--- src/rtl/ctf_pkg.sv ---
package ctf_pkg;
   // Register pointer positions behind the single configuration address
   localparam logic [3:0] IR_ROW_FMT = 4'h0;
   localparam logic [3:0] IR_EQUALIZE = 4'h1;
   localparam logic [3:0] IR_HSYNC = 4'h2;
   localparam logic [3:0] IR_VPORCH = 4'h3;
   localparam logic [3:0] IR_LAST = 4'hE;
   localparam logic [3:0] IR_PTR_RST = 4'h0;
   // Field positions
   localparam int DBL_BIT = 7;
   localparam int ROWH_LSB = 3;
   localparam int SYNC_SEL_BIT = 2;
   localparam int BUF_LSB = 0;
   localparam int INTERLACE_BIT = 7;
   localparam int EQ_LSB = 0;
   localparam int ROW_TABLE_BIT = 7;
   localparam int HSW_LSB = 3;
   localparam int HBP_LSB = 0;
   localparam int VFP_LSB = 5;
   localparam int VBP_LSB = 0;
   localparam int ATTR_DBL_LSB = 6;
   // Values after reset; back porch code 000 is illegal, so start at 001
   localparam logic [7:0] RST_ROW_FMT = 8'h00;
   localparam logic [7:0] RST_EQUALIZE = 8'h00;
   localparam logic [7:0] RST_HSYNC = 8'h01;
   localparam logic [7:0] RST_VPORCH = 8'h00;
   // Timing steps in character clocks or scan lines
   localparam int HW = 10;
   localparam logic [HW-1:0] HSW_STEP = 10'h002;
   localparam logic [HW-1:0] HBP_STEP = 10'h004;
   localparam logic [HW-1:0] HBP_SUB = 10'h001;
   localparam logic [6:0] VFP_STEP = 7'h04;
   localparam logic [6:0] VFP_BASE = 7'h04;
   localparam logic [6:0] VBP_STEP = 7'h02;
   localparam logic [6:0] VBP_BASE = 7'h04;

   typedef enum logic [1:0] {
      BUF_INDEPENDENT, BUF_TRANSPARENT, BUF_SHARED, BUF_ROW
   } ctf_buf_e;

   typedef enum logic [1:0] {V_ACTIVE, V_FRONT, V_SYNC, V_BACK} ctf_vstate_e;

   typedef struct packed {
      logic wr;
      logic [7:0] data;
   } ctf_cfg_wr_s;

   typedef struct packed {
      logic hsync;
      logic sync_out;
      logic blank;
      logic dbl_height;
      logic dbl_width;
      logic row_table_on;
      logic row_start;
      logic [4:0] line_addr;
      logic odd_field;
   } ctf_video_s;
endpackage

--- src/rtl/ctf_hgen.sv ---
`timescale 1ns/100ps
module ctf_hgen
   import ctf_pkg::*;
(
   input wire logic clk,
   input wire logic rst,
   input wire logic [HW-1:0] total,
   input wire logic [HW-1:0] active,
   input wire logic [HW-1:0] sync_start,
   input wire logic [HW-1:0] sync_len,
   output logic [HW-1:0] h_cnt,
   output logic line_end,
   output logic hsync,
   output logic hblank
);
   typedef struct packed {
      logic [HW-1:0] cnt;
      logic hsync;
      logic hblank;
   } ctf_h_s;

   ctf_h_s st;
   ctf_h_s next_st;

   always_comb begin
      next_st = st;
      next_st.cnt = (st.cnt >= total - 10'h001) ? '0 : st.cnt + 10'h001;
      // Sync and blank trail the counter by one clock
      next_st.hsync = (st.cnt >= sync_start) &&
                      (st.cnt < sync_start + sync_len);
      next_st.hblank = (st.cnt >= active);
   end

   always_ff @(posedge clk) begin
      if (rst) begin
         st <= '0;
      end else begin
         st <= next_st;
      end
   end

   assign h_cnt = st.cnt;
   assign line_end = (st.cnt >= total - 10'h001);
   assign hsync = st.hsync;
   assign hblank = st.hblank;

   logic [HW-1:0] hs_run;
   always_ff @(posedge clk) begin
      if (rst) begin
         hs_run <= '0;
      end else begin
         hs_run <= st.hsync ? hs_run + 10'h001 : '0;
      end
   end

   a_hsync_width: assert property (@(posedge clk) disable iff (rst)
      $fell(st.hsync) && $stable(sync_len) |-> hs_run == sync_len)
      else $error("hsync pulse width differs from programmed width");
endmodule

--- src/rtl/ctf_timing.sv ---
`timescale 1ns/100ps
// Behaviour
// - Non-interlaced row height is row-height field plus one scan lines.
// - Interlaced row height is twice field plus two; code 1111 unused.
// - Sync select clear gives vertical sync, set gives composite sync.
// - Two-bit buffer mode: independent, transparent, shared, row buffer.
// - Interlace bit selects non-interlaced or interlaced timing.
// - Equalizing constant code plus one clocks; host loads half line less two sync widths, less one.
// - Horizontal sync lasts two character clocks per step, 2 to 32.
// - Back porch is four clocks per step minus one; code 000 forbidden.
// - Front porch four lines per step plus four; back two plus four.
// - Config writes walk a pointer to the last register; reset rewinds.
// - Double height/width from attribute bits; screen start top bits copied.
// - Row table enable takes effect from the next character row.
// - Low line-lock at front porch end stretches it line by line.
module ctf_timing
   import ctf_pkg::*;
#(
   parameter int V_ROWS = 24,
   parameter int H_ACTIVE = 80,
   parameter int VSYNC_LINES = 3
) (
   input wire logic clk,
   input wire logic rst,
   input wire ctf_cfg_wr_s cfg_wr,
   input wire logic master_reset,
   input wire logic screen_start_wr,
   input wire logic [7:0] screen_start_value,
   input wire logic ac_line_lock_input,
   output ctf_video_s video,
   output ctf_buf_e buffer_mode,
   output logic interlace_on
);
   generate
      if (V_ROWS < 1 || V_ROWS > 128 || H_ACTIVE < 1 || H_ACTIVE > 256 ||
          VSYNC_LINES < 1 || VSYNC_LINES > 4) begin : g_bad
         $error("ctf_timing parameter out of range");
      end
   endgenerate

   localparam logic [6:0] ROW_LAST = 7'(V_ROWS - 1);
   localparam logic [6:0] VS_LAST = 7'(VSYNC_LINES - 1);
   localparam logic [HW-1:0] ACT = HW'(H_ACTIVE);

   typedef struct packed {
      logic [7:0] ir0;
      logic [7:0] ir1;
      logic [7:0] ir2;
      logic [7:0] ir3;
      logic [1:0] attr_dbl;
      logic [3:0] ptr;
      logic [7:0] ssr_upper;
      logic ll_meta;
      logic ll_sync;
      ctf_vstate_e vst;
      logic [6:0] vcnt;
      logic [6:0] row;
      logic [4:0] scan;
      logic field;
      logic row_table_on;
      ctf_video_s out;
   } ctf_st_s;

   ctf_st_s st;
   ctf_st_s next_st;

   logic [HW-1:0] hs_len, hbp, ec_clk, half, total, sync_start;
   logic [HW-1:0] h_cnt, h_pos;
   logic line_end, hsync, hblank, ilace, row_end, composite_sync_out;
   logic [4:0] lines_row, scan_step;
   logic [6:0] vfp, vbp;

   always_comb begin
      ilace = st.ir1[INTERLACE_BIT];
      hs_len = HSW_STEP * ({6'h0, st.ir2[HSW_LSB +: 4]} + 10'h001);
      hbp = HBP_STEP * {7'h0, st.ir2[HBP_LSB +: 3]} - HBP_SUB;
      ec_clk = {3'h0, st.ir1[EQ_LSB +: 7]} + 10'h001;
      // Half line = equalizing constant plus two sync widths
      half = ec_clk + (hs_len << 1);
      total = half << 1;
      sync_start = total - hbp - hs_len;
      lines_row = ilace ? 5'({st.ir0[ROWH_LSB +: 4], 1'b0} + 5'h02)
                        : 5'({1'b0, st.ir0[ROWH_LSB +: 4]} + 5'h01);
      scan_step = ilace ? 5'h02 : 5'h01;
      vfp = VFP_STEP * {4'h0, st.ir3[VFP_LSB +: 3]} + VFP_BASE;
      vbp = VBP_STEP * {2'h0, st.ir3[VBP_LSB +: 5]} + VBP_BASE;
   end

   ctf_hgen u_hgen (
      .clk(clk),
      .rst(rst),
      .total(total),
      .active(ACT),
      .sync_start(sync_start),
      .sync_len(hs_len),
      .h_cnt(h_cnt),
      .line_end(line_end),
      .hsync(hsync),
      .hblank(hblank)
   );

   always_comb begin
      h_pos = (h_cnt >= half) ? h_cnt - half : h_cnt;
      // Serrated broad pulses in the vertical interval, else line sync
      composite_sync_out = (st.vst == V_SYNC) ? (h_pos < half - hs_len) : hsync;
      row_end = (st.scan + scan_step >= lines_row);
   end

   always_comb begin
      next_st = st;
      next_st.ll_meta = ac_line_lock_input;
      next_st.ll_sync = st.ll_meta;
      next_st.out.row_start = 1'b0;
      if (master_reset) begin
         next_st.ptr = IR_PTR_RST;
      end else if (cfg_wr.wr) begin
         case (st.ptr)
            IR_ROW_FMT: next_st.ir0 = cfg_wr.data;
            IR_EQUALIZE: next_st.ir1 = cfg_wr.data;
            IR_HSYNC: next_st.ir2 = cfg_wr.data;
            IR_VPORCH: next_st.ir3 = cfg_wr.data;
            IR_LAST: next_st.attr_dbl = cfg_wr.data[ATTR_DBL_LSB +: 2];
            default: ;
         endcase
         if (st.ptr != IR_LAST) begin
            next_st.ptr = st.ptr + 4'h1;
         end
      end
      if (screen_start_wr) begin
         next_st.ssr_upper = screen_start_value;
         if (screen_start_value != st.ssr_upper && st.ir0[DBL_BIT]) begin
            next_st.attr_dbl = screen_start_value[7:6];
         end
      end
      if (line_end) begin
         case (st.vst)
            V_ACTIVE: begin
               if (row_end) begin
                  next_st.scan = {4'h0, st.field & ilace};
                  next_st.row_table_on = st.ir2[ROW_TABLE_BIT];
                  next_st.out.row_start = 1'b1;
                  if (st.row == ROW_LAST) begin
                     next_st.vst = V_FRONT;
                     next_st.vcnt = '0;
                  end else begin
                     next_st.row = st.row + 7'h01;
                  end
               end else begin
                  next_st.scan = st.scan + scan_step;
               end
            end
            V_FRONT: begin
               if (st.vcnt >= vfp - 7'h01) begin
                  // Stretch while line lock is low
                  if (st.ll_sync) begin
                     next_st.vst = V_SYNC;
                     next_st.vcnt = '0;
                  end
               end else begin
                  next_st.vcnt = st.vcnt + 7'h01;
               end
            end
            V_SYNC: begin
               if (st.vcnt == VS_LAST) begin
                  next_st.vst = V_BACK;
                  next_st.vcnt = '0;
               end else begin
                  next_st.vcnt = st.vcnt + 7'h01;
               end
            end
            V_BACK: begin
               if (st.vcnt >= vbp - 7'h01) begin
                  next_st.vst = V_ACTIVE;
                  next_st.row = '0;
                  next_st.field = ilace ? ~st.field : 1'b0;
                  next_st.scan = {4'h0, ~st.field & ilace};
                  next_st.row_table_on = st.ir2[ROW_TABLE_BIT];
                  next_st.out.row_start = 1'b1;
               end else begin
                  next_st.vcnt = st.vcnt + 7'h01;
               end
            end
            default: next_st.vst = V_ACTIVE;
         endcase
      end
      next_st.out.hsync = hsync;
      next_st.out.sync_out = st.ir0[SYNC_SEL_BIT] ? composite_sync_out
                                                  : (st.vst == V_SYNC);
      next_st.out.blank = hblank || (st.vst != V_ACTIVE);
      next_st.out.dbl_height = st.ir0[DBL_BIT] & st.attr_dbl[1];
      next_st.out.dbl_width = st.ir0[DBL_BIT] & st.attr_dbl[0];
      next_st.out.row_table_on = st.row_table_on;
      next_st.out.line_addr = st.scan;
      next_st.out.odd_field = st.field;
   end

   always_ff @(posedge clk) begin
      if (rst) begin
         st <= '0;
         st.ir0 <= RST_ROW_FMT;
         st.ir1 <= RST_EQUALIZE;
         st.ir2 <= RST_HSYNC;
         st.ir3 <= RST_VPORCH;
         st.ptr <= IR_PTR_RST;
      end else begin
         st <= next_st;
      end
   end

   assign video = st.out;
   assign buffer_mode = ctf_buf_e'(st.ir0[BUF_LSB +: 2]);
   assign interlace_on = st.ir1[INTERLACE_BIT];

   a_ptr_rewind: assert property (@(posedge clk) disable iff (rst)
      master_reset |=> st.ptr == IR_PTR_RST)
      else $error("pointer not rewound by master reset");
   a_ptr_advance: assert property (@(posedge clk) disable iff (rst)
      cfg_wr.wr && !master_reset && st.ptr != IR_LAST
      |=> st.ptr == $past(st.ptr) + 4'h1)
      else $error("pointer did not advance on write");
   a_ptr_holds_last: assert property (@(posedge clk) disable iff (rst)
      cfg_wr.wr && !master_reset && st.ptr == IR_LAST
      ##1 cfg_wr.wr && !master_reset |=> st.ptr == IR_LAST)
      else $error("pointer left last register");
   a_row_height: assert property (@(posedge clk) disable iff (rst)
      st.vst == V_ACTIVE && !ilace |-> st.scan <= {1'b0, st.ir0[6:3]})
      else $error("scan line beyond programmed row height");
   a_ilace_height: assert property (@(posedge clk) disable iff (rst)
      st.vst == V_ACTIVE && ilace |-> st.scan <= {st.ir0[6:3], 1'b1})
      else $error("interlaced scan line beyond row height");
   a_vsync_select: assert property (@(posedge clk) disable iff (rst)
      !st.ir0[SYNC_SEL_BIT] |=> st.out.sync_out == $past(st.vst == V_SYNC))
      else $error("sync output not plain vertical sync");
   a_composite_sync_out_select: assert property (@(posedge clk) disable iff (rst)
      st.ir0[SYNC_SEL_BIT] && st.vst != V_SYNC |=> st.out.sync_out == $past(hsync))
      else $error("composite sync not following line sync");
   a_front_stretch: assert property (@(posedge clk) disable iff (rst)
      line_end && st.vst == V_FRONT && st.vcnt >= vfp - 7'h01 && !st.ll_sync
      |=> st.vst == V_FRONT)
      else $error("front porch ended while line lock low");
   a_back_porch_end: assert property (@(posedge clk) disable iff (rst)
      st.vst == V_BACK && line_end && st.vcnt == vbp - 7'h01
      |=> st.vst == V_ACTIVE && st.row == 7'h00)
      else $error("back porch did not end on programmed count");
   a_row_table_hold: assert property (@(posedge clk) disable iff (rst)
      !(line_end && ((st.vst == V_ACTIVE && row_end) || st.vst == V_BACK))
      |=> st.row_table_on == $past(st.row_table_on))
      else $error("row table mode changed inside a row");
   a_attr_copy: assert property (@(posedge clk) disable iff (rst)
      screen_start_wr && screen_start_value != st.ssr_upper &&
      st.ir0[DBL_BIT] && !(cfg_wr.wr && st.ptr == IR_LAST)
      |=> st.attr_dbl == $past(screen_start_value[7:6]))
      else $error("screen start upper bits not copied");
endmodule

--- config.mk ---
export PLATFORM = sky130hd
export DESIGN_NAME = ctf_timing
export DESIGN_NICKNAME = d
export VERILOG_FILES = /design/src/rtl/ctf_pkg.sv /design/src/rtl/ctf_hgen.sv /design/src/rtl/ctf_timing.sv
export SDC_FILE = /design/constraint.sdc
export NUM_CORES = 1
export LEC_CHECK = 0
export BUFFER_PORTS_ARGS = -buffer_cell sky130_fd_sc_hd__buf_4
export CAP_MARGIN = 10
export CORE_ASPECT_RATIO = 0.7
export CORE_MARGIN = 10
export CORE_UTILIZATION = 44
export DETAILED_ROUTE_END_ITERATION = 10
export PLACE_DENSITY = 0.72
export SLEW_MARGIN = 20
export SYNTH_ARGS = -nofsm -noshare
export SYNTH_HDL_FRONTEND = slang
export SYNTH_SLANG_ARGS = --single-unit
--- constraint.sdc ---
create_clock -name clk -period 6.12 [get_ports clk]
set_input_delay 1.224 -clock clk [delete_from_list [all_inputs] [get_ports clk]]
set_output_delay 1.224 -clock clk [all_outputs]
set_load 0.02 [all_outputs]
After elaboration in Yosys (flattened, before gate mapping)

Index checks and enable logic that the tools add are counted.

Register bits after elaboration: 96
Output and inout bits: 16
Word-level logic and storage cells: 136

Eq/ne operators: 20
Add/sub/neg operators: 21
Bitwise operators: 7
Muxes and demuxes: 31
Reduce and logical (&&, ||, !) cells: 21
Order comparisons: 9

Operators with widths:

| operator                                                                             | count |
|---|---|
| 9-bit case mux with 4 select lines                                                   | 1 |
| 7-bit 2-to-1 mux                                                                     | 4 |
| 12-bit case mux with 2 select lines                                                  | 1 |
| 10-bit greater-or-equal comparator                                                   | 2 |
| 10-bit less-than comparator                                                          | 2 |
| 9-bit 2-to-1 mux                                                                     | 2 |
| 3-bit AND reduction                                                                  | 6 |
| 16-bit 2-to-1 mux                                                                    | 1 |
| 2-bit 2-to-1 mux                                                                     | 8 |
| 7-bit by 1-bit adder with 7-bit output, second input constant                        | 2 |
| 7-bit greater-or-equal comparator                                                    | 2 |
| 14-bit 2-to-1 mux                                                                    | 1 |
| 2-bit != test, second input constant                                                 | 7 |
| 10-bit by 1-bit adder with 10-bit output, second input constant                      | 1 |
| 10-bit by 6-bit adder with 10-bit output                                             | 1 |
| 4-bit by 1-bit adder with 5-bit output, second input constant                        | 2 |
| 10-bit by 7-bit greater-or-equal comparator with 1-bit output, second input constant | 1 |
| 10-bit by 9-bit greater-or-equal comparator with 1-bit output                        | 1 |
| 10-bit 2-to-1 mux                                                                    | 1 |
| 5-bit 2-to-1 mux                                                                     | 2 |
| 5-bit AND reduction                                                                  | 2 |
| 10-bit by 1-bit subtractor with 10-bit output, second input constant                 | 1 |
| 10-bit subtractor                                                                    | 1 |
| 10-bit by 6-bit subtractor with 10-bit output                                        | 1 |
| other kinds (39)                                                                     | 56 |

Longest topological paths before layout

Gate-level depths: netlist (run 1).

Word-level depth: 7
Depth in mapped cells: 25
Depth with buffers taken out: 24

By module

From an unflattened synthesis (run 1), not the netlist that was laid out.

Cell total of the unflattened synthesis: 952
Area total of the unflattened synthesis: 7,767.4 um^2

Modules (own cells, without submodules):

| module     | cells each | area each (um^2) | times used |
|---|---|---|---|
| ctf_timing | 732        | 5,900.7          | 1 |
| ctf_hgen   | 220        | 1,866.8          | 1 |

Least setup slack after synthesis (run 1)

No wires, ideal clock.

Kind: reg-to-reg
Start: register st[63] (netlist bit)
End: register st, in the netlist video[11]
Setup time: 0.087 ns
Arrival: 4.849 ns
Period minus slack after synthesis: 4.936 ns
Buffers on the path: 1
Path slack: 1.184 ns
Stages on the path, launching flop included: 25
Cells stage by stage: dfxtp_1 -> ha_1 -> ha_1 -> inv_1 -> nor2_1 -> nor2_1 -> xnor2_1 -> inv_1 -> ha_1 -> o21a_1 -> o31ai_1 -> a21oi_1 -> maj3_2 -> a21oi_4 -> nand2_2 -> buf_6 -> mux2_4 -> ha_1 -> a21o_1 -> a21o_1 -> a211oi_1 -> o21bai_1 -> a221oi_1 -> o21ai_0 -> o31ai_1

Longest elaborated chain between the ends: 7

Ends and longest elaborated chain:

| item                                                                                                                                  | RTL line          | RTL |
|---|---|---|
| start, declared                                                                                                                       | ctf_timing.sv:64  | `ctf_st_s st;` |
| start signal, assigned                                                                                                                | ctf_timing.sv:206 | `st <= next_st;` |
| 4-bit by 1-bit adder with 5-bit output (*)                                                                                            | ctf_timing.sv:75  | `hs_len = HSW_STEP * ({6'h0, st.ir2[HSW_LSB +: 4]} + 10'h001);` |
| 8-bit by 7-bit adder with 9-bit output                                                                                                | ctf_timing.sv:79  | `half = ec_clk + (hs_len << 1);` |
| 10-bit by 9-bit subtractor with 10-bit output / 10-bit by 9-bit greater-or-equal comparator with 1-bit output (equally long branches) | ctf_timing.sv:103 | `h_pos = (h_cnt >= half) ? h_cnt - half : h_cnt;` |
| 10-bit 2-to-1 mux                                                                                                                     | ctf_timing.sv:103 |  |
| 10-bit less-than comparator (*)                                                                                                       | ctf_timing.sv:105 | `composite_sync_out = (st.vst == V_SYNC) ? (h_pos < half - hs_len) : hsync;` |
| 1-bit 2-to-1 mux (*)                                                                                                                  | ctf_timing.sv:105 |  |
| 1-bit 2-to-1 mux (*)                                                                                                                  | ctf_timing.sv:187 | `next_st.out.sync_out = st.ir0[SYNC_SEL_BIT] ? composite_sync_out` |

Mark *: on every way between the ends. The rest lies on a longest branch, timed or not.
A chain may end at the register's enable or synchronous reset.

Worst setup path after layout (run 1)

Ends and elaborated chain as after synthesis.

==> results of run 1 <==
registers in the layout, indices dropped and copies added (netlist names):
signal and count:
u_hgen.hsync 1, buffer_mode 2, video 13, u_hgen.h_cnt 10
interlace_on 1, next_st 8, u_hgen.hblank 1, st 60
per-stage QoR:
stage / hold slack, ns / util / area [µm²] / power [W]
2_1_floorplan: 0.414 / - / 7250 / 0.000821
3_3_place_gp: 0.422 / 0.468 / 7600 / 0.000873
3_5_place_dp: 0.439 / 0.468 / 7600 / 0.000876
4_1_cts: 0.454 / 0.488 / 7930 / 0.00148
5_1_grt: 0.475 / 0.488 / 7930 / 0.00154
6_report: 0.452 / 0.488 / 7930 / 0.00147
cell families (layout without fill, tap and decap cells):
kind of cell	Yosys count	count (layout)	share of synthesized area
xor gates and xnor gates	64	64	0.0773
AOI/OAI and AO/OA	196	196	0.167
adders and majority gates	115	115	0.206
and+or+nand+nor	296	296	0.199
buffers and inverters	101	115	0.0624
DFF	96	96	0.265
muxes	16	16	0.0236
cell usage after synthesis (8+ instances only):
cell type  number
ha_1          104
dfxtp_1        96
a21oi_1        85
nand2_1        80
nand3_1        62
nor2_1         61
inv_1          59
xnor2_1        38
o21ai_0        32
xor2_1         26
clkbuf_1       21
nor2b_1        21
a21o_1         20
buf_4          15
nor3_1         14
mux2i_1        13
nand2b_1       12
o31ai_1        10
a211oi_1        8
fa_1            8
o21bai_1        8
worst min path at each step:
stage	startpoint	endpoint	slack, ns	cells after the start
after floorplan	next_st[36]	st[36]	0.41	1
after global placement	u_hgen.hblank	video[10]	0.42	2
after detailed placement	next_st[36]	st[36]	0.44	1
after CTS	u_hgen.hblank	video[10]	0.45	2
after global routing	next_st[7]	next_st[7]	0.47	2
final	next_st[7]	next_st[7]	0.45	2
final cells by class:
| cell class | instances | area [µm²] | area share |
|---|---|---|---|
| multi-input combinational | 687 | 4880 | 0.616 |
| timing repair buffer | 38 | 285 | 0.0360 |
| clock inverter | 7 | 98.8 | 0.0125 |
| clock buffer | 9 | 225 | 0.0284 |
| inverter | 61 | 231 | 0.0292 |
| tap | 225 | 282 | 0.0355 |
| sequential | 96 | 1920 | 0.242 |
critical path, stage by stage, from the launching register on:
cell and delay (ns):
dfxtp_1 0.35, ha_1 0.44, ha_1 0.38, inv_1 0.06, nor2_1 0.10, nor2_1 0.06, xnor2_1 0.36, inv_1 0.18
ha_1 0.37, o21a_1 0.13, o31ai_1 0.07, a21oi_1 0.16, maj3_2 0.35, a21oi_4 0.21, nand2_2 0.19, mux2_4 0.34
ha_1 0.31, a21o_1 0.16, a21o_1 0.17, a211oi_1 0.23, o21bai_1 0.10, a221oi_1 0.30, o21ai_0 0.12, o31ai_1 0.18
power breakdown:
part	total (W)	leakage (nW)	switching (W)	internal, W
clock	0.000601	0.154	0.000272	0.000330
sequential	0.000647	0.777	0.0000126	0.000635
combinational	0.000217	2.45	0.000122	0.0000950
metal layers:
metal / track usage / wire length [µm] / vias up
met5: 0 / 0 / -
met4: 0.0283 / 121 / 0
met1: 0.223 / 9050 / 2755
met3: 0.0321 / 709 / 11
li1: - / - / 3092
met2: 0.207 / 6430 / 98
==> reports/metrics.csv, run 1 <==
stage,metric,value,unit
run_status,status,completed,
min_path,hp-class,reg2reg,
sta,fmax,185,MHz
logic_synthesis,synth_cell_types,60,
worst_setup_path,worstRegToRegCells,23,
drt,drtPass1Iterations,5,
layout,num-fill-cells,1548,
sta,finalHoldViolations,0,
logic_synthesis,synth_top_area_share,0.265,
worst_setup_path,reg2reg_from,st[63],
worst_setup_path,cp.arrival,5.69,ns
placed_design,place_inst,1107,
pwr,worst_ir_drop_vdd,0.136,mV
sta,period_needed,5.42,ns
worst_setup_path,crit_path_start_kind,register,
worst_setup_path,endpoint_kind,register,
clocking,insertion_delay,0.35,ns
logic_synthesis,ys_seq_area_frac,0.265,
floorplanning,die_h,127,µm
global_routing,track_usage,0.147,
logic_synthesis,syn-mean-instance-area,8.21,µm²
layout,finalNonFillerCells,1123,
logic_synthesis,synth_area,7250,µm²
global_routing,antenna_found_initial,0,
sta,fin_ws,0.704,ns
logic_synthesis,syn_nets,1018,
logic_synthesis,ys_async_sr_fraction,0,
sta,worstMarginPinSlew,0.906,ns
sta,slew_headroom,0.396,
pwr,p_leak,3.38,nW
floorplanning,die_x,173,µm
global_routing,grt_pass1_vias,5554,
clocking,cts_setup_buffers,0,
floorplanning,rows,39,
logic_synthesis,ys_ff_latch,96,
floorplanning,core_area,16200,µm²
floorplanning,die_area,22100,µm²
layout,drive_gt1_frac,0.0757,
logic_synthesis,syn_inst,884,
drt,vias_per_cell,5.30,
clocking,clockRootBuffer,clkbuf_16,
placed_design,dpl.hpwl,12700,µm
flow_run,cap_violations,0,
logic_synthesis,synth_top_area_cell,dfxtp_1,
clocking,cts_made_buffers,9,
layout,antenna_cells,0,
clocking,cts_tree,yes,
placed_design,pre_cts_slack,0.778,ns
logic_synthesis,synth_edf_count,0,
worst_setup_path,rrSetupSlack,0.70,ns
worst_setup_path,path_class,reg2reg,
logic_synthesis,synth_ff_type,dfxtp_1,
logic_synthesis,yosys-top-cells-area,"dfxtp_1 26%, ha_1 18%, a21oi_1 5.9%, xnor2_1 4.6%, nand3_1 4.3%",
sta,skew,0.00949,ns
worst_setup_path,r2r_end,video[11],
worst_setup_path,crit_start,st[63],
clocking,ctsHoldBuffers,0,
global_routing,overflow,0,
placed_design,gp_congestion,0.881,
layout,fin_nets,1027,
drt,vias,5956,
drt,routed_wl,16300,µm
worst_setup_path,cp_max_fo,11,
sta,setup_viol_count_final,0,
global_routing,grt_start_max_net_pins,90,
pwr,power_density,185,nW/µm²
sta,finalSetupTns,0,ns
drt,drc_errors,0,
sta,finalMaxSlewViolations,0,
layout,syn_to_final_growth,9.30,%
global_routing,grt_pass1_wl,27500,µm
clocking,clock-sinks,96,
sta,rsz0062_at_grt,no,
placed_design,portBuffers,37,
drt,wl_per_cell,14.5,µm
clocking,cts_buffer_depth,2,
floorplanning,start_util,0.446,
logic_synthesis,yosysWarnings,0,
sta,fin_crit_sh,0.885,
worst_setup_path,endpoint,video[11],
clocking,clk_pin_slew,0.07,ns
drt,detail-route-antenna-nets,0,
clocking,htree_levels,3,
layout,final_cell_mix,"104 x ha_1, 96 x dfxtp_1, 85 x a21oi_1",
drt,drt-initial-drc-count,372,
floorplanning,ios,38,
layout,layout_commonest_cell,ha_1,
worst_setup_path,cp.required,6.39,ns
clocking,cts_resized,0,
Note: power is estimated with default switching activity, not from simulation.
==> run 2: changes to the inputs <==
- ABC_AREA: not set -> 1
==> reports/metrics.csv, run 2 <==
stage,metric,value,unit
layout,drive_gt1_frac,0.0902,
sta,skew,0.0138,ns
drt,drtPass1Iterations,5,
global_routing,grt_start_max_net_pins,29,
worst_setup_path,path_cells,"inv_1, ha_1, nand2_1, inv_1, or2_2, inv_1, fa_1, ha_1, a21oi_1, nand2_1, xor2_1, inv_1, ha_1, a21oi_1, inv_1, a31oi_1, nor2_1, o21bai_1, nor3_2, xor2_1, ha_1, nand2_1, o211ai_1, nor2_1",
worst_setup_path,path_common_cell,inv_1,
worst_setup_path,cp.required,6.35,ns
worst_setup_path,cp.arrival,5.21,ns
worst_setup_path,cp_max_fo,6,
placed_design,gp_congestion,0.912,
floorplanning,die_area,21900,µm²
clocking,ctsHoldBuffers,0,
floorplanning,rows,39,
layout,syn_to_final_growth,9.90,%
logic_synthesis,synth_top_area_cell,dfxtp_1,
drt,routed_wl,16700,µm
logic_synthesis,synth_edf_count,0,
clocking,cts_resized,0,
sta,finalSetupTns,0,ns
logic_synthesis,yosysWarnings,0,
logic_synthesis,syn_nets,1104,
sta,rsz0062_at_grt,no,
min_path,hold_depth,2,
logic_synthesis,ys_top_cells_by_count,"139 x inv_1, 128 x nor2_1, 122 x nand2_1, 104 x ha_1, 96 x dfxtp_1",
sta,period_needed,4.97,ns
worst_setup_path,path_class,reg2reg,
logic_synthesis,syn_inst,970,
clocking,clock-sinks,96,
min_path,hold_start,next_st[36],
layout,layout_commonest_cell,inv_1,
floorplanning,core_area,16200,µm²
drt,vias,6163,
clocking,cts_tree,yes,
clocking,cts_setup_buffers,0,
flow_run,cap_violations,0,
pwr,power_density,200,nW/µm²
logic_synthesis,synth_cell_types,53,
drt,vias_per_cell,5.04,
floorplanning,die_h,127,µm
layout,regMostFlops,st,
drt,drc_errors,0,
placed_design,pre_cts_slack,1.21,ns
sta,finalHoldViolations,0,
layout,utilization,0.489,
sta,worstMarginPinSlew,0.816,ns
sta,fmax,201,MHz
worst_setup_path,endpoint_kind,register,
layout,final_cell_mix,"139 x inv_1, 128 x nor2_1, 122 x nand2_1",
global_routing,grt_pass1_wl,27500,µm
min_path,hold_end,st[36],
worst_setup_path,crit_path_start_kind,register,
placed_design,portBuffers,37,
drt,drt-initial-drc-count,443,
global_routing,overflow,0,
layout,num-fill-cells,1570,
layout,largest_reg_flops,60,
logic_synthesis,synth_most_common_cell,inv_1,
clocking,cts_buffer_depth,2,
global_routing,track_usage,0.148,
clocking,cts_made_buffers,9,
sta,finalMaxSlewViolations,0,
logic_synthesis,synth_top_area_share,0.267,
logic_synthesis,synth_area,7190,µm²
worst_setup_path,max_stage_delay,0.44,ns
clocking,htree_levels,3,
sta,fin_crit_sh,0.812,
pwr,p_leak,3.74,nW
placed_design,dpl.hpwl,13500,µm
worst_setup_path,rrSetupSlack,1.15,ns
clocking,insertion_delay,0.34,ns
global_routing,grt_pass1_vias,5648,
clocking,clk_pin_slew,0.07,ns
floorplanning,start_util,0.445,
floorplanning,die_x,173,µm
layout,antenna_cells,0,
drt,detail-route-antenna-nets,0,
layout,register_area,1920,µm²
layout,fin_nets,1127,
drt,wl_per_cell,13.7,µm
clocking,clockRootBuffer,clkbuf_16,
worst_setup_path,worstRegToRegCells,24,
logic_synthesis,synth_ff_type,dfxtp_1,
worst_setup_path,worst_path_max_delay_cell,fa_1,
logic_synthesis,ys_seq_area_frac,0.267,
floorplanning,ios,38,
sta,slew_headroom,0.452,
sta,fin_ws,1.15,ns
global_routing,antenna_found_initial,0,
worst_setup_path,reg2reg_from,st[63],
run_status,status,completed,
logic_synthesis,ys_ff_latch,96,
sta,setup_viol_count_final,0,
min_path,hp-class,reg2reg,
worst_setup_path,r2r_end,u_hgen.hsync,
logic_synthesis,ys_async_sr_fraction,0,
pwr,worst_ir_drop_vdd,0.161,mV
logic_synthesis,yosys-top-cells-area,"dfxtp_1 27%, ha_1 18%, inv_1 7.3%, nor2_1 6.7%, nand2_1 6.4%",
layout,multi_input_area,4580,µm²
logic_synthesis,syn-mean-instance-area,7.42,µm²
## run 2: per-stage QoR
stage | hold WS (ns) | std cells | total power [W] | cell area, µm²
after global placement | 0.404 | 1207 | 0.00103 | 7610
after detailed placement | 0.399 | 1207 | 0.00104 | 7610
final | 0.410 | 1223 | 0.00158 | 7910
after floorplan | 0.388 | 970 | 0.000946 | 7190
after global routing | 0.435 | 1223 | 0.00167 | 7910
after CTS | 0.411 | 1223 | 0.00159 | 7910
## run 2: how the worst max path moves through the flow
stage	startpoint	end	slack, ns	cells past startpoint
floorplan	st[63]	u_hgen.hsync	1.64	24
global placement	st[63]	u_hgen.hsync	1.35	24
detailed placement	st[63]	u_hgen.hsync	1.21	24
CTS	st[63]	u_hgen.hsync	1.19	24
global route	st[63]	u_hgen.hsync	0.72	24
finish	st[63]	u_hgen.hsync	1.15	24
## run 2: layer usage
| layer | GRT usage | wire, µm | part of all wire |
|---|---|---|---|
| met2 | 0.213 | 6570 | 0.39 |
| met3 | 0.0330 | 940 | 0.056 |
| met1 | 0.224 | 9140 | 0.55 |
| met4 | 0.0207 | 79 | 0.0047 |
| met5 | 0 | 0 | 0 |
## run 2: cells by family after synthesis
group           synth area share
fa+ha+maj                  0.203
buf+inv                   0.0960
compound gates             0.149
flops                      0.267
simple gates               0.215
xor+xnor                  0.0692
## run 2: area by class of cell
type,count,area share
Clock inverter,7,0.00934
Timing Repair Buffer,38,0.0361
Tap cell,225,0.0356
Clock buffer,9,0.0285
Inverter,143,0.0679
Sequential cell,96,0.243
Multi-Input combinational cell,705,0.579
## run 2: where the power goes
group	internal [W]	switching (W)
combinational	0.000149	0.000222
clock	0.000289	0.000268
sequential	0.000640	0.0000166
## run 2: worst max-delay path, delay by kind of cell (launching register included)
| family | cells | cell delay [ns] |
|---|---|---|
| buffers and inverters | 5 | 0.48 |
| xor gates and xnor gates | 2 | 0.39 |
| and+or+nand+nor | 7 | 0.82 |
| AOI/OAI and AO/OA | 5 | 0.97 |
| DFF | 1 | 0.38 |
| adders and majority gates | 5 | 1.83 |
==> run 3: changes to the inputs <==
- PLACE_DENSITY: 0.72 -> 0.74
- clock period: 6.12 -> 4.3 ns (I/O delays scaled with it)
==> reports/metrics.csv, run 3 (synthesized netlist as in run 2, its figures left out) <==
stage,metric,value,unit
run_status,status,completed,
layout,regMostFlops,st,
pwr,p_total,0.00236,W
drt,vias,6355,
placed_design,pre_cts_slack,-0.0718,ns
layout,drive_gt1_frac,0.154,
sta,finalHoldViolations,0,
worst_setup_path,cp_max_fo,4,
clocking,insertion_delay,0.36,ns
clocking,clockRootBuffer,clkbuf_16,
floorplanning,die_area,21900,µm²
worst_setup_path,endpoint_kind,register,
clocking,clock-sinks,96,
pwr,p_clk_frac,0.350,
floorplanning,start_util,0.445,
sta,rsz0062_at_grt,yes,
pwr,p_sw,0.000734,W
worst_setup_path,path_class,reg2reg,
drt,wl_per_cell,13.8,µm
placed_design,dpl.hpwl,13600,µm
global_routing,grt_pass1_vias,5876,
clocking,htree_levels,3,
worst_setup_path,crit_path_start_kind,register,
sta,setup_viol_count_final,0,
sta,skew,0.00811,ns
global_routing,track_usage,0.156,
floorplanning,core_area,16200,µm²
drt,drt-initial-drc-count,462,
drt,vias_per_cell,5.04,
drt,detail-route-antenna-nets,0,
worst_setup_path,path_common_cell,inv_2,
layout,largest_reg_flops,60,
pwr,switching_share,0.310,
global_routing,antenna_found_initial,0,
layout,fin_nets,1164,
floorplanning,die_h,127,µm
pwr,power_density,282,nW/µm²
pwr,pwr-share-comb,0.256,
sta,period_needed,4.13,ns
clocking,cts_made_buffers,9,
floorplanning,rows,39,
placed_design,gp_congestion,0.898,
global_routing,overflow,0,
pwr,power_frac_seq,0.394,
placed_design,portBuffers,37,
pwr,p_leak,3.91,nW
sta,worstMarginPinSlew,0.478,ns
worst_setup_path,worst-path-buf-inv,6,
flow_run,cap_violations,0,
sta,finalMaxSlewViolations,0,
global_routing,grt_start_max_net_pins,49,
worst_setup_path,max_stage_delay,0.57,ns
worst_setup_path,worst_path_max_delay_cell,fa_1,
clocking,clk_pin_slew,0.07,ns
drt,drc_errors,0,
pwr,p_int,0.00163,W
layout,antenna_cells,0,
clocking,ctsHoldBuffers,0,
global_routing,grt_pass1_wl,28700,µm
floorplanning,ios,38,
drt,drtPass1Iterations,6,
sta,fin_crit_sh,0.960,
clocking,cts_tree,yes,
min_path,hp-class,reg2reg,
sta,fmax,242,MHz
floorplanning,die_x,173,µm
worst_setup_path,cp.arrival,4.43,ns
layout,layout_commonest_cell,inv_1,
clocking,cts_buffer_depth,2,
pwr,worst_ir_drop_vdd,0.257,mV
layout,syn_to_final_growth,16.5,%
drt,routed_wl,17400,µm
worst_setup_path,cp.required,4.60,ns
worst_setup_path,path_delay_family,adder cells,
sta,fin_ws,0.173,ns
sta,slew_headroom,0.679,
layout,final_cell_mix,"131 x inv_1, 128 x nor2_1, 120 x nand2_1",
[run 3: changes by cell type in the layout (fill, tap and decap cells not counted), moves of 3 or more]
| cell | previous run | this run |
|---|---|---|
| inv_1 | 139 | 131 |
| buf_4 | 38 | 75 |
| ha_4 | 0 | 9 |
| inv_2 | 3 | 10 |
| a21oi_1 | 65 | 62 |
| ha_1 | 104 | 95 |
| dfxtp_1 | 96 | 93 |
[run 3: power by group through the flow]
stage | clock network [W] | registers [W] | logic, W
6_report | 0.000829 | 0.000931 | 0.000605
5_1_grt | 0.000887 | 0.000934 | 0.000683
4_1_cts | 0.000850 | 0.000930 | 0.000568
3_5_place_dp | 0 | 0.000951 | 0.000562
3_3_place_gp | 0 | 0.000950 | 0.000550
2_1_floorplan | 0 | 0.000947 | 0.000408
[run 3: worst paths after layout]
| path | from | endpoint | slack, ns | cells after the start |
|---|---|---|---|---|
| worst max register to register | st[63] | u_hgen.hsync | 0.17 | 25 |
| worst max-delay path | st[63] | u_hgen.hsync | 0.17 | 25 |
| worst min-delay path | next_st[36] | st[36] | 0.42 | 2 |
| worst min register to register | next_st[36] | st[36] | 0.42 | 2 |
[run 3: cell type report]
class | count | area, µm²
fillers | 1538 | 7770
multi-input cells | 705 | 4770
flip-flops and latches | 96 | 1930
repair buffers | 75 | 563
inverters | 143 | 539
well taps | 225 | 282
clock buffers | 10 | 229
clock inverters | 6 | 68.8
[run 3: metal layers]
| metal | routed length (µm) | global-route usage |
|---|---|---|
| met3 | 1190 | 0.0424 |
| met4 | 144 | 0.0303 |
| met5 | 0 | 0 |
| met2 | 6630 | 0.211 |
| met1 | 9400 | 0.239 |
[run 3: through the flow]
step,instance area [µm²],std cells,setup TNS (ns),hold WS [ns],utilization
2_1_floorplan,7240,970,0,0.388,-
3_3_place_gp,7900,1240,0,0.408,0.489
3_5_place_dp,7900,1240,-0.0718,0.394,0.489
4_1_cts,8210,1256,0,0.417,0.508
5_1_grt,8380,1260,-0.0461,0.456,0.519
6_report,8380,1260,0,0.416,0.519
[run 3: tightest hold or removal path: stages (launching register included)]
cell	delay, ns
dfxtp_1	0.30
inv_1	0.04
nor2_1	0.03
[run 3: repair_timing]
item	CTS	global route
resized for setup	3	31
endpoints found under the setup margin	1	7
buffers inserted	0	4
pin swaps	1	15
